--- src/uar_map.svh ---
`ifndef UAR_MAP_SVH
`define UAR_MAP_SVH
`define UAR_ADR_CTRL 4'h0
`define UAR_ADR_STAT 4'h1
`define UAR_ADR_DATA 4'h2
`define UAR_ADR_IRQ_STAT 4'h3
`define UAR_ADR_IRQ_MASK 4'h4
`define UAR_ADR_DIV 4'h5
`define UAR_CTRL_EN 0
`define UAR_CTRL_DBL 1
`define UAR_STAT_RXC 0
`define UAR_STAT_FE 1
`define UAR_STAT_OVR 2
`define UAR_IRQ_RX 0
`define UAR_IRQ_FE 1
`define UAR_IRQ_OVR 2
`define UAR_DIV_RST 16'h0000
`define UAR_CTRL_RST 8'h00
`define UAR_NORM_SPB 5'h10
`define UAR_DBL_SPB 5'h08
`define UAR_NORM_FIRST 5'h08
`define UAR_DBL_FIRST 5'h04
`define UAR_LEN_MIN 4'h5
`define UAR_LEN_MAX 4'hA
`define UAR_LEN_RST 4'h8
`endif

--- src/uar_pkg.sv ---
package uar_pkg;
	typedef enum logic [3:0] {
		UAR_IDLE = 4'h1,
		UAR_START = 4'h2,
		UAR_BITS = 4'h4,
		UAR_STOP = 4'h8
	} uar_state_t;
endpackage

--- src/uar_sync.sv ---
`timescale 1ns/10ps
module uar_sync (
	// clock and reset
	input wire logic clk_i,
	input wire logic rst_i,
	// line
	input wire logic d_i,
	output logic q_o
);
	typedef struct packed {
		logic s1;
		logic s2;
	} uar_sync_st_t;
	uar_sync_st_t st_q;
	uar_sync_st_t st_d;
	always_comb
	begin
		st_d.s1 = d_i;
		st_d.s2 = st_q.s1;
	end
	always_ff @(posedge clk_i)
	begin
		if (rst_i)
			st_q <= 2'h3;
		else
			st_q <= st_d;
	end
	assign q_o = st_q.s2;
endmodule

--- src/uar_fifo.sv ---
`timescale 1ns/10ps
module uar_fifo #(
	parameter int W = 11,
	parameter int DEPTH = 2
) (
	// clock and reset
	input wire logic clk_i,
	input wire logic rst_i,
	input wire logic flush_i,
	// fill side
	input wire logic wr_valid_i,
	input wire logic [W-1:0] wr_data_i,
	output logic wr_ready_o,
	// drain side
	input wire logic rd_ready_i,
	output logic rd_valid_o,
	output logic [W-1:0] rd_data_o
);
	localparam int AW = (DEPTH > 1) ? $clog2(DEPTH) : 1;
	typedef struct packed {
		logic [DEPTH-1:0][W-1:0] mem;
		logic [AW-1:0] wp;
		logic [AW-1:0] rp;
		logic [AW:0] cnt;
	} uar_fifo_st_t;
	uar_fifo_st_t st_q;
	uar_fifo_st_t st_d;
	logic push;
	logic pop;
	function automatic logic [AW-1:0] nxt(input logic [AW-1:0] p);
		nxt = (p == AW'(DEPTH - 1)) ? '0 : p + 1'b1;
	endfunction
	assign wr_ready_o = (st_q.cnt != (AW+1)'(DEPTH));
	assign rd_valid_o = (st_q.cnt != '0);
	assign rd_data_o = st_q.mem[st_q.rp];
	assign push = wr_valid_i && wr_ready_o;
	assign pop = rd_ready_i && rd_valid_o;
	always_comb
	begin
		st_d = st_q;
		if (push)
		begin
			st_d.mem[st_q.wp] = wr_data_i;
			st_d.wp = nxt(st_q.wp);
		end
		if (pop)
			st_d.rp = nxt(st_q.rp);
		if (push && !pop)
			st_d.cnt = st_q.cnt + 1'b1;
		else if (pop && !push)
			st_d.cnt = st_q.cnt - 1'b1;
		if (flush_i)
		begin
			st_d.wp = '0;
			st_d.rp = '0;
			st_d.cnt = '0;
		end
	end
	always_ff @(posedge clk_i)
	begin
		if (rst_i)
			st_q <= '0;
		else
			st_q <= st_d;
	end
endmodule

--- src/uar_rx.sv ---
`timescale 1ns/10ps
`include "uar_map.svh"
module uar_rx
	import uar_pkg::*;
#(
	parameter int DEPTH = 2
) (
	// clock and reset
	input wire logic clk_i,
	input wire logic rst_i,
	// wishbone slave
	input wire logic cyc_i,
	input wire logic stb_i,
	input wire logic we_i,
	input wire logic [5:0] adr_i,
	input wire logic [3:0] sel_i,
	input wire logic [31:0] dat_i,
	output logic [31:0] dat_o,
	output logic ack_o,
	// serial line
	input wire logic rxd_i,
	// interrupt
	output logic irq_o
);
	typedef struct packed {
		uar_state_t fsm;
		logic [4:0] smp;
		logic [15:0] tick;
		logic [3:0] bitn;
		logic [1:0] votes;
		logic [9:0] shf;
		logic push;
		logic fe;
		logic [7:0] ctrl;
		logic [3:0] len;
		logic [15:0] div;
		logic [2:0] ist;
		logic [2:0] imask;
		logic ovr;
		logic ack;
		logic [31:0] rdat;
	} uar_st_t;
	uar_st_t st_q;
	uar_st_t st_d;
	logic line;
	logic en;
	logic dbl;
	logic tick_p;
	logic [4:0] spb;
	logic [4:0] first;
	logic wr_ready;
	logic rd_valid;
	logic rd_pop;
	logic [10:0] rd_data;
	logic access;
	logic [3:0] widx;
	logic [2:0] ev;
	logic [4:0] cur;
	function automatic logic maj3(input logic [1:0] highs, input logic s);
		maj3 = (highs + {1'b0, s}) >= 2'h2;
	endfunction
	// first two of the three voting samples
	function automatic logic in_vote(input logic [4:0] n, input logic [4:0] f);
		in_vote = (n >= f) && (n < f + 5'h02);
	endfunction
	// third voting sample, where the bit is decided
	function automatic logic vote_end(input logic [4:0] n, input logic [4:0] f);
		vote_end = (n == f + 5'h02);
	endfunction
	uar_sync u_sync (
		.clk_i(clk_i),
		.rst_i(rst_i),
		.d_i(rxd_i),
		.q_o(line)
	);
	uar_fifo #(
		.W(11),
		.DEPTH(DEPTH)
	) u_fifo (
		.clk_i(clk_i),
		.rst_i(rst_i),
		.flush_i(!en),
		.wr_valid_i(st_q.push),
		.wr_data_i({st_q.fe, st_q.shf}),
		.wr_ready_o(wr_ready),
		.rd_ready_i(rd_pop),
		.rd_valid_o(rd_valid),
		.rd_data_o(rd_data)
	);
	assign en = st_q.ctrl[`UAR_CTRL_EN];
	assign dbl = st_q.ctrl[`UAR_CTRL_DBL];
	assign spb = dbl ? `UAR_DBL_SPB : `UAR_NORM_SPB;
	assign first = dbl ? `UAR_DBL_FIRST : `UAR_NORM_FIRST;
	// at or above, so a divisor lowered mid-count cannot stall sampling
	assign tick_p = (st_q.tick >= st_q.div);
	// number of the sample on the line at this tick
	assign cur = st_q.smp + 5'h01;
	assign access = cyc_i && stb_i && !st_q.ack;
	assign widx = adr_i[5:2];
	assign rd_pop = access && !we_i && widx == `UAR_ADR_DATA;
	assign ev[`UAR_IRQ_RX] = st_q.push && wr_ready;
	assign ev[`UAR_IRQ_FE] = st_q.push && wr_ready && st_q.fe;
	assign ev[`UAR_IRQ_OVR] = st_q.push && !wr_ready;
	assign dat_o = st_q.rdat;
	assign ack_o = st_q.ack;
	assign irq_o = |(st_q.ist & st_q.imask);
	always_comb
	begin
		st_d = st_q;
		st_d.push = 1'b0;
		st_d.ack = access;
		st_d.tick = tick_p ? 16'h0000 : st_q.tick + 16'h0001;
		// sample engine
		if (!en)
		begin
			st_d.fsm = UAR_IDLE;
			st_d.smp = 5'h00;
		end
		else if (tick_p)
		begin
			case (st_q.fsm)
				UAR_IDLE:
				begin
					st_d.smp = 5'h00;
					if (!line)
					begin
						st_d.fsm = UAR_START;
						st_d.smp = 5'h01;
						st_d.votes = 2'h0;
					end
				end
				UAR_START:
				begin
					st_d.smp = st_q.smp + 5'h01;
					if (in_vote(cur, first))
						st_d.votes = st_q.votes + {1'b0, line};
					if (vote_end(cur, first))
					begin
						if (maj3(st_q.votes, line))
							st_d.fsm = UAR_IDLE;
					end
					if (st_q.smp == spb)
					begin
						st_d.fsm = UAR_BITS;
						st_d.shf = 10'h000;
						st_d.smp = 5'h01;
						st_d.bitn = 4'h0;
						st_d.votes = 2'h0;
					end
				end
				UAR_BITS:
				begin
					st_d.smp = st_q.smp + 5'h01;
					if (in_vote(cur, first))
						st_d.votes = st_q.votes + {1'b0, line};
					if (vote_end(cur, first))
						st_d.shf[st_q.bitn] = maj3(st_q.votes, line);
					if (st_q.smp == spb)
					begin
						st_d.smp = 5'h01;
						st_d.votes = 2'h0;
						st_d.bitn = st_q.bitn + 4'h1;
						if (st_q.bitn + 4'h1 == st_q.len)
							st_d.fsm = UAR_STOP;
					end
				end
				UAR_STOP:
				begin
					st_d.smp = st_q.smp + 5'h01;
					if (in_vote(cur, first))
						st_d.votes = st_q.votes + {1'b0, line};
					if (vote_end(cur, first))
					begin
						st_d.fe = !maj3(st_q.votes, line);
						st_d.push = 1'b1;
						st_d.fsm = UAR_IDLE;
						st_d.smp = 5'h00;
						// double speed waits one more sample before a new start
						if (dbl)
							st_d.smp = 5'h1F;
					end
				end
				default:
				begin
					st_d.fsm = UAR_IDLE;
				end
			endcase
			if (st_q.fsm == UAR_IDLE && st_q.smp == 5'h1F)
			begin
				st_d.fsm = UAR_IDLE;
				st_d.smp = 5'h00;
			end
		end
		// overrun level: set on loss, cleared by a good store
		if (ev[`UAR_IRQ_OVR])
			st_d.ovr = 1'b1;
		else if (ev[`UAR_IRQ_RX])
			st_d.ovr = 1'b0;
		// register access
		st_d.rdat = 32'h0000_0000;
		if (access && we_i)
		begin
			case (widx)
				`UAR_ADR_CTRL:
				begin
					if (sel_i[0])
						st_d.ctrl = dat_i[7:0];
					if (sel_i[1] && dat_i[11:8] >= `UAR_LEN_MIN && dat_i[11:8] <= `UAR_LEN_MAX)
						st_d.len = dat_i[11:8];
				end
				`UAR_ADR_IRQ_STAT:
				begin
					if (sel_i[0])
						st_d.ist = st_q.ist & ~dat_i[2:0];
				end
				`UAR_ADR_IRQ_MASK:
				begin
					if (sel_i[0])
						st_d.imask = dat_i[2:0];
				end
				`UAR_ADR_DIV:
				begin
					if (sel_i[0])
						st_d.div[7:0] = dat_i[7:0];
					if (sel_i[1])
						st_d.div[15:8] = dat_i[15:8];
				end
				default:
				begin
					st_d.ctrl = st_d.ctrl;
				end
			endcase
		end
		else if (access)
		begin
			case (widx)
				`UAR_ADR_CTRL: st_d.rdat = {20'h00000, st_q.len, st_q.ctrl};
				`UAR_ADR_STAT: st_d.rdat = {29'h0, st_q.ovr, rd_valid && rd_data[10], rd_valid};
				`UAR_ADR_DATA: st_d.rdat = {21'h0, rd_valid && rd_data[10], rd_valid ? rd_data[9:0] : 10'h000};
				`UAR_ADR_IRQ_STAT: st_d.rdat = {29'h0, st_q.ist};
				`UAR_ADR_IRQ_MASK: st_d.rdat = {29'h0, st_q.imask};
				`UAR_ADR_DIV: st_d.rdat = {16'h0000, st_q.div};
				default: st_d.rdat = 32'h0000_0000;
			endcase
		end
		// events win over a clear in the same cycle
		st_d.ist = st_d.ist | ev;
	end
	always_ff @(posedge clk_i)
	begin
		if (rst_i)
		begin
			st_q <= '0;
			st_q.fsm <= UAR_IDLE;
			st_q.ctrl <= `UAR_CTRL_RST;
			st_q.len <= `UAR_LEN_RST;
			st_q.div <= `UAR_DIV_RST;
		end
		else
			st_q <= st_d;
	end
endmodule

--- config.mk ---
export PLATFORM = sky130hd
export DESIGN_NAME = uar_rx
export DESIGN_NICKNAME = d
export VERILOG_FILES = /design/src/uar_pkg.sv /design/src/uar_sync.sv /design/src/uar_fifo.sv /design/src/uar_rx.sv
export VERILOG_INCLUDE_DIRS = /design/src
export SDC_FILE = /design/constraint.sdc
export NUM_CORES = 1
export LEC_CHECK = 0
export BUFFER_PORTS_ARGS = -buffer_cell sky130_fd_sc_hd__buf_2
export CORE_ASPECT_RATIO = 1.5
export CORE_MARGIN = 1.5
export CORE_UTILIZATION = 55
export CTS_CLUSTER_DIAMETER = 120
export CTS_CLUSTER_SIZE = 8
export DETAILED_ROUTE_END_ITERATION = 10
export GPL_ROUTABILITY_DRIVEN = 0
export PLACE_DENSITY = 0.81
export SYNTH_ARGS = -nofsm -noshare
export SYNTH_HDL_FRONTEND = slang
export SYNTH_HIERARCHICAL = 1
export SYNTH_SLANG_ARGS = --single-unit
export TNS_END_PERCENT = 20
--- constraint.sdc ---
create_clock -name clk_i -period 5.8 [get_ports clk_i]
set_clock_uncertainty 0.1 [all_clocks]
set_input_delay 0.29 -clock clk_i [delete_from_list [all_inputs] [get_ports clk_i]]
set_output_delay 0.29 -clock clk_i [all_outputs]
set_load 0.01 [all_outputs]
==> results.md <==
- Met2 Track Usage GR: 0.456
- Setup Fix Bufs, Post-CTS: 0
- Critical Path RT: 6.05 ns
- Initial antenna violation count: 0
- Max Buffers Root-to-Sink: 2
- Cts repair resizes: 0
- Initial DRC Count: 458
- Core Footprint: 11,900 um^2
- Largest net degree at the start of global routing: 57
- Max Cap Viol: 0
- Die Height: 138 um
- Global-route wire length before repair: 25,600 um
- Row Count: 49
- DRC viols: 0
- DR vias/cell: 5.84
- Synthesized area per cell: 8.56 um^2
- Netlist cell types: 80
- CP startpoint kind: flop
- Crit-path cells: ha_1 > xor2_1 > ha_1 > nand2_1 > nor4b_1 > o21ai_0 > a211o_1 > or3_1 > a21oi_1
- Seq/Total Area, Yosys: 0.371
- IO Count: 82
- Die Wd: 92.7 um
- Pwr Total: 2.03 mW
- Vias in the first global route: 5,297
- Status: completed
- N_diodes: 0
- CP max stage cell: nor4b_1
- Clk root buf: clkbuf_16
- Largest delay contributor family on the critical path: simple AND/OR/NAND/NOR gates
- Slew HR: 0.485
- Number of synthesized flops with an enable pin: 0
- Min-Delay Path Class: in -> reg
- Top post-synthesis cells by area: dfxtp_1, ha_1, mux2i_1, nor2_1, nand2_1
- Initial Util: 0.558
- Final setup viols: 0
- Synth area leader: dfxtp_1
- Most frequent cells after synthesis: dfxtp_1, nor2_1, nand2_1
- GRT Max-Usage Layer: met2
- Yosys top cell area share: 0.371
- Cts bufs inserted: 17
- Asr flop ratio synth: 0
- Max VDD drop: 0.000193 V
- Slowest stage delay, CP: 0.48 ns
- WL final: 15,900 um
- Routed wire per std cell: 16.6 um
- Endpoints failing hold: 0
- H-tree depth: 4
- RSZ-0062 raised after global routing: false
- Critical path arrival: 3.13 ns
- Pleak: 2.91 nW
- Count leader, synth: dfxtp_1
- Post-synth top flop: dfxtp_1
- Total die area: 12,700 um^2
- Synth Cell Area: 6640 um^2
- Critical path type: reg -> reg
- Post-cts hold buffer count: 1
- Register bit total from synthesis: 123
- Crit path max fanout: 5
- Number of fill cells in the layout: 978
- Layout cells sized above 1: 0.146
- Met3 Usage GRT: 0.0497
- Count of input and output buffers: 45
- Slew @ Worst Pin: 0.771 ns
- Clk Latency, worst-skew pair: 0.42 ns
- Global-route usage over all layers: 0.259
- Tmin final: 2.88 ns
- Post-DP HPWL: 11,000 um
- Most common cell on crit path: ha_1
- CTS tree: yes
- Drt pass-1 iters: 8
- Max Freq: 0.347 GHz
- Critical path endpoint category: flop
- Vias: 5,580
- Synth Warn #: 6
- Cell Pwr Density: 275 nW/um^2
- Gr ovfl total: 0
- Setup TNS: 0 ns
- Detail Route Antenna Nets: 0
- Total Nets Final: 868
- Final period utilization: 0.497
- Cell count after synthesis: 775
- Met1 track demand over resource: 0.284
- Final Max Tran Viols: 0
- Clock Pin Slew Worst Setup and Hold Paths: 0.06 ns
- Clk sink count: 123
- Worst path buffer plus inverter count: 0
- Layout area overhead: 11.4%
-- layer usage --
layer | share of wire | vias up
li1 | - | 2700
met1 | 0.38 | 2602
met2 | 0.51 | 225
met3 | 0.056 | 53
met4 | 0.053 | 0
met5 | 0 | -
-- cell families (layout without fill, tap and decap cells) --
kind of cell | Yosys count | count (layout) | share of synthesized area
simple gates | 293 | 293 | 0.228
compound gates | 155 | 155 | 0.158
flops | 123 | 123 | 0.371
buf+inv | 103 | 116 | 0.0811
mux | 42 | 42 | 0.0675
fa+ha+maj | 30 | 30 | 0.0566
xor+xnor | 28 | 28 | 0.0370
other cells | 1 | 16 | 0.000565
-- layout by cell type, fill, tap and decap left out, drive strengths merged, types with 6 or more instances in the layout --
cell type / instances
ha: 30
a21oi: 41
o21a: 6
buf: 49
and3: 11
nand2b: 28
conb: 16
a211oi: 7
o21ai: 43
a21o: 11
nor2b: 18
clkbuf: 18
nand4: 7
inv: 35
a222oi: 9
xnor2: 16
or2: 6
nand3: 32
xor2: 12
dfxtp: 123
mux2i: 29
nor2: 75
nand2: 73
mux2: 12
nor4b: 6
-- stage by stage --
step | hold WS [ns] | area (um^2) | setup slack [ns] | utilization | instances
floorplan | 0.274 | 6690 | 3.24 | - | 790
global placement | 0.288 | 6750 | 3.02 | 0.567 | 923
detailed placement | 0.298 | 6750 | 2.95 | 0.567 | 923
CTS | 0.00225 | 7390 | 2.93 | 0.622 | 956
global route | 0.0301 | 7390 | 2.61 | 0.622 | 956
finish | 0.00168 | 7390 | 2.92 | 0.622 | 956
-- cell type report --
cell class              instances  area (um^2)  area share
multi-input cells             564         3710       0.502
flip-flops and latches        123         2460       0.333
clock buffers                  18          439      0.0594
repair buffers                 50          265      0.0359
clock inverters                14          195      0.0264
well taps                     153          191      0.0259
inverters                      34          128      0.0173
-- worst reg2reg max path: cells and delay by family (launching register included) --
family | cells | cell delay [ns]
AO/OA/AOI/OAI | 3 | 0.68
adder cells (fa/ha/maj) | 2 | 0.57
XOR/XNOR | 1 | 0.16
AND/OR/NAND/NOR | 3 | 0.93
flip-flops | 1 | 0.36
-- worst paths after layout --
check | from | cells past startpoint | slack (ns) | endpoint
max | st_q[102] | 9 | 2.92 | st_q[109]
min | dat_i[12] | 3 | 0.002 | st_q[52]
max reg2reg | st_q[102] | 9 | 2.92 | st_q[109]
min reg2reg | u_sync/st_d[0] | 1 | 0.31 | u_sync/q_o
-- registers in the layout, indices dropped and copies added (netlist names) --
| signal | count |
|---|---|
| dbl | 1 |
| en | 1 |
| dat_o | 16 |
| u_fifo/st_q | 26 |
| u_sync/q_o | 1 |
| ack_o | 1 |
| st_q | 76 |
| u_sync/st_d | 1 |
-- where the power goes --
part / leakage, nW / internal (mW) / switching [mW]
Clock: 0.299 / 0.730 / 0.397
Sequential: 0.991 / 0.847 / 0.00124
Combinational: 1.62 / 0.0185 / 0.0402
Total: 2.91 / 1.60 / 0.438
(Power assumes the default switching activity.)
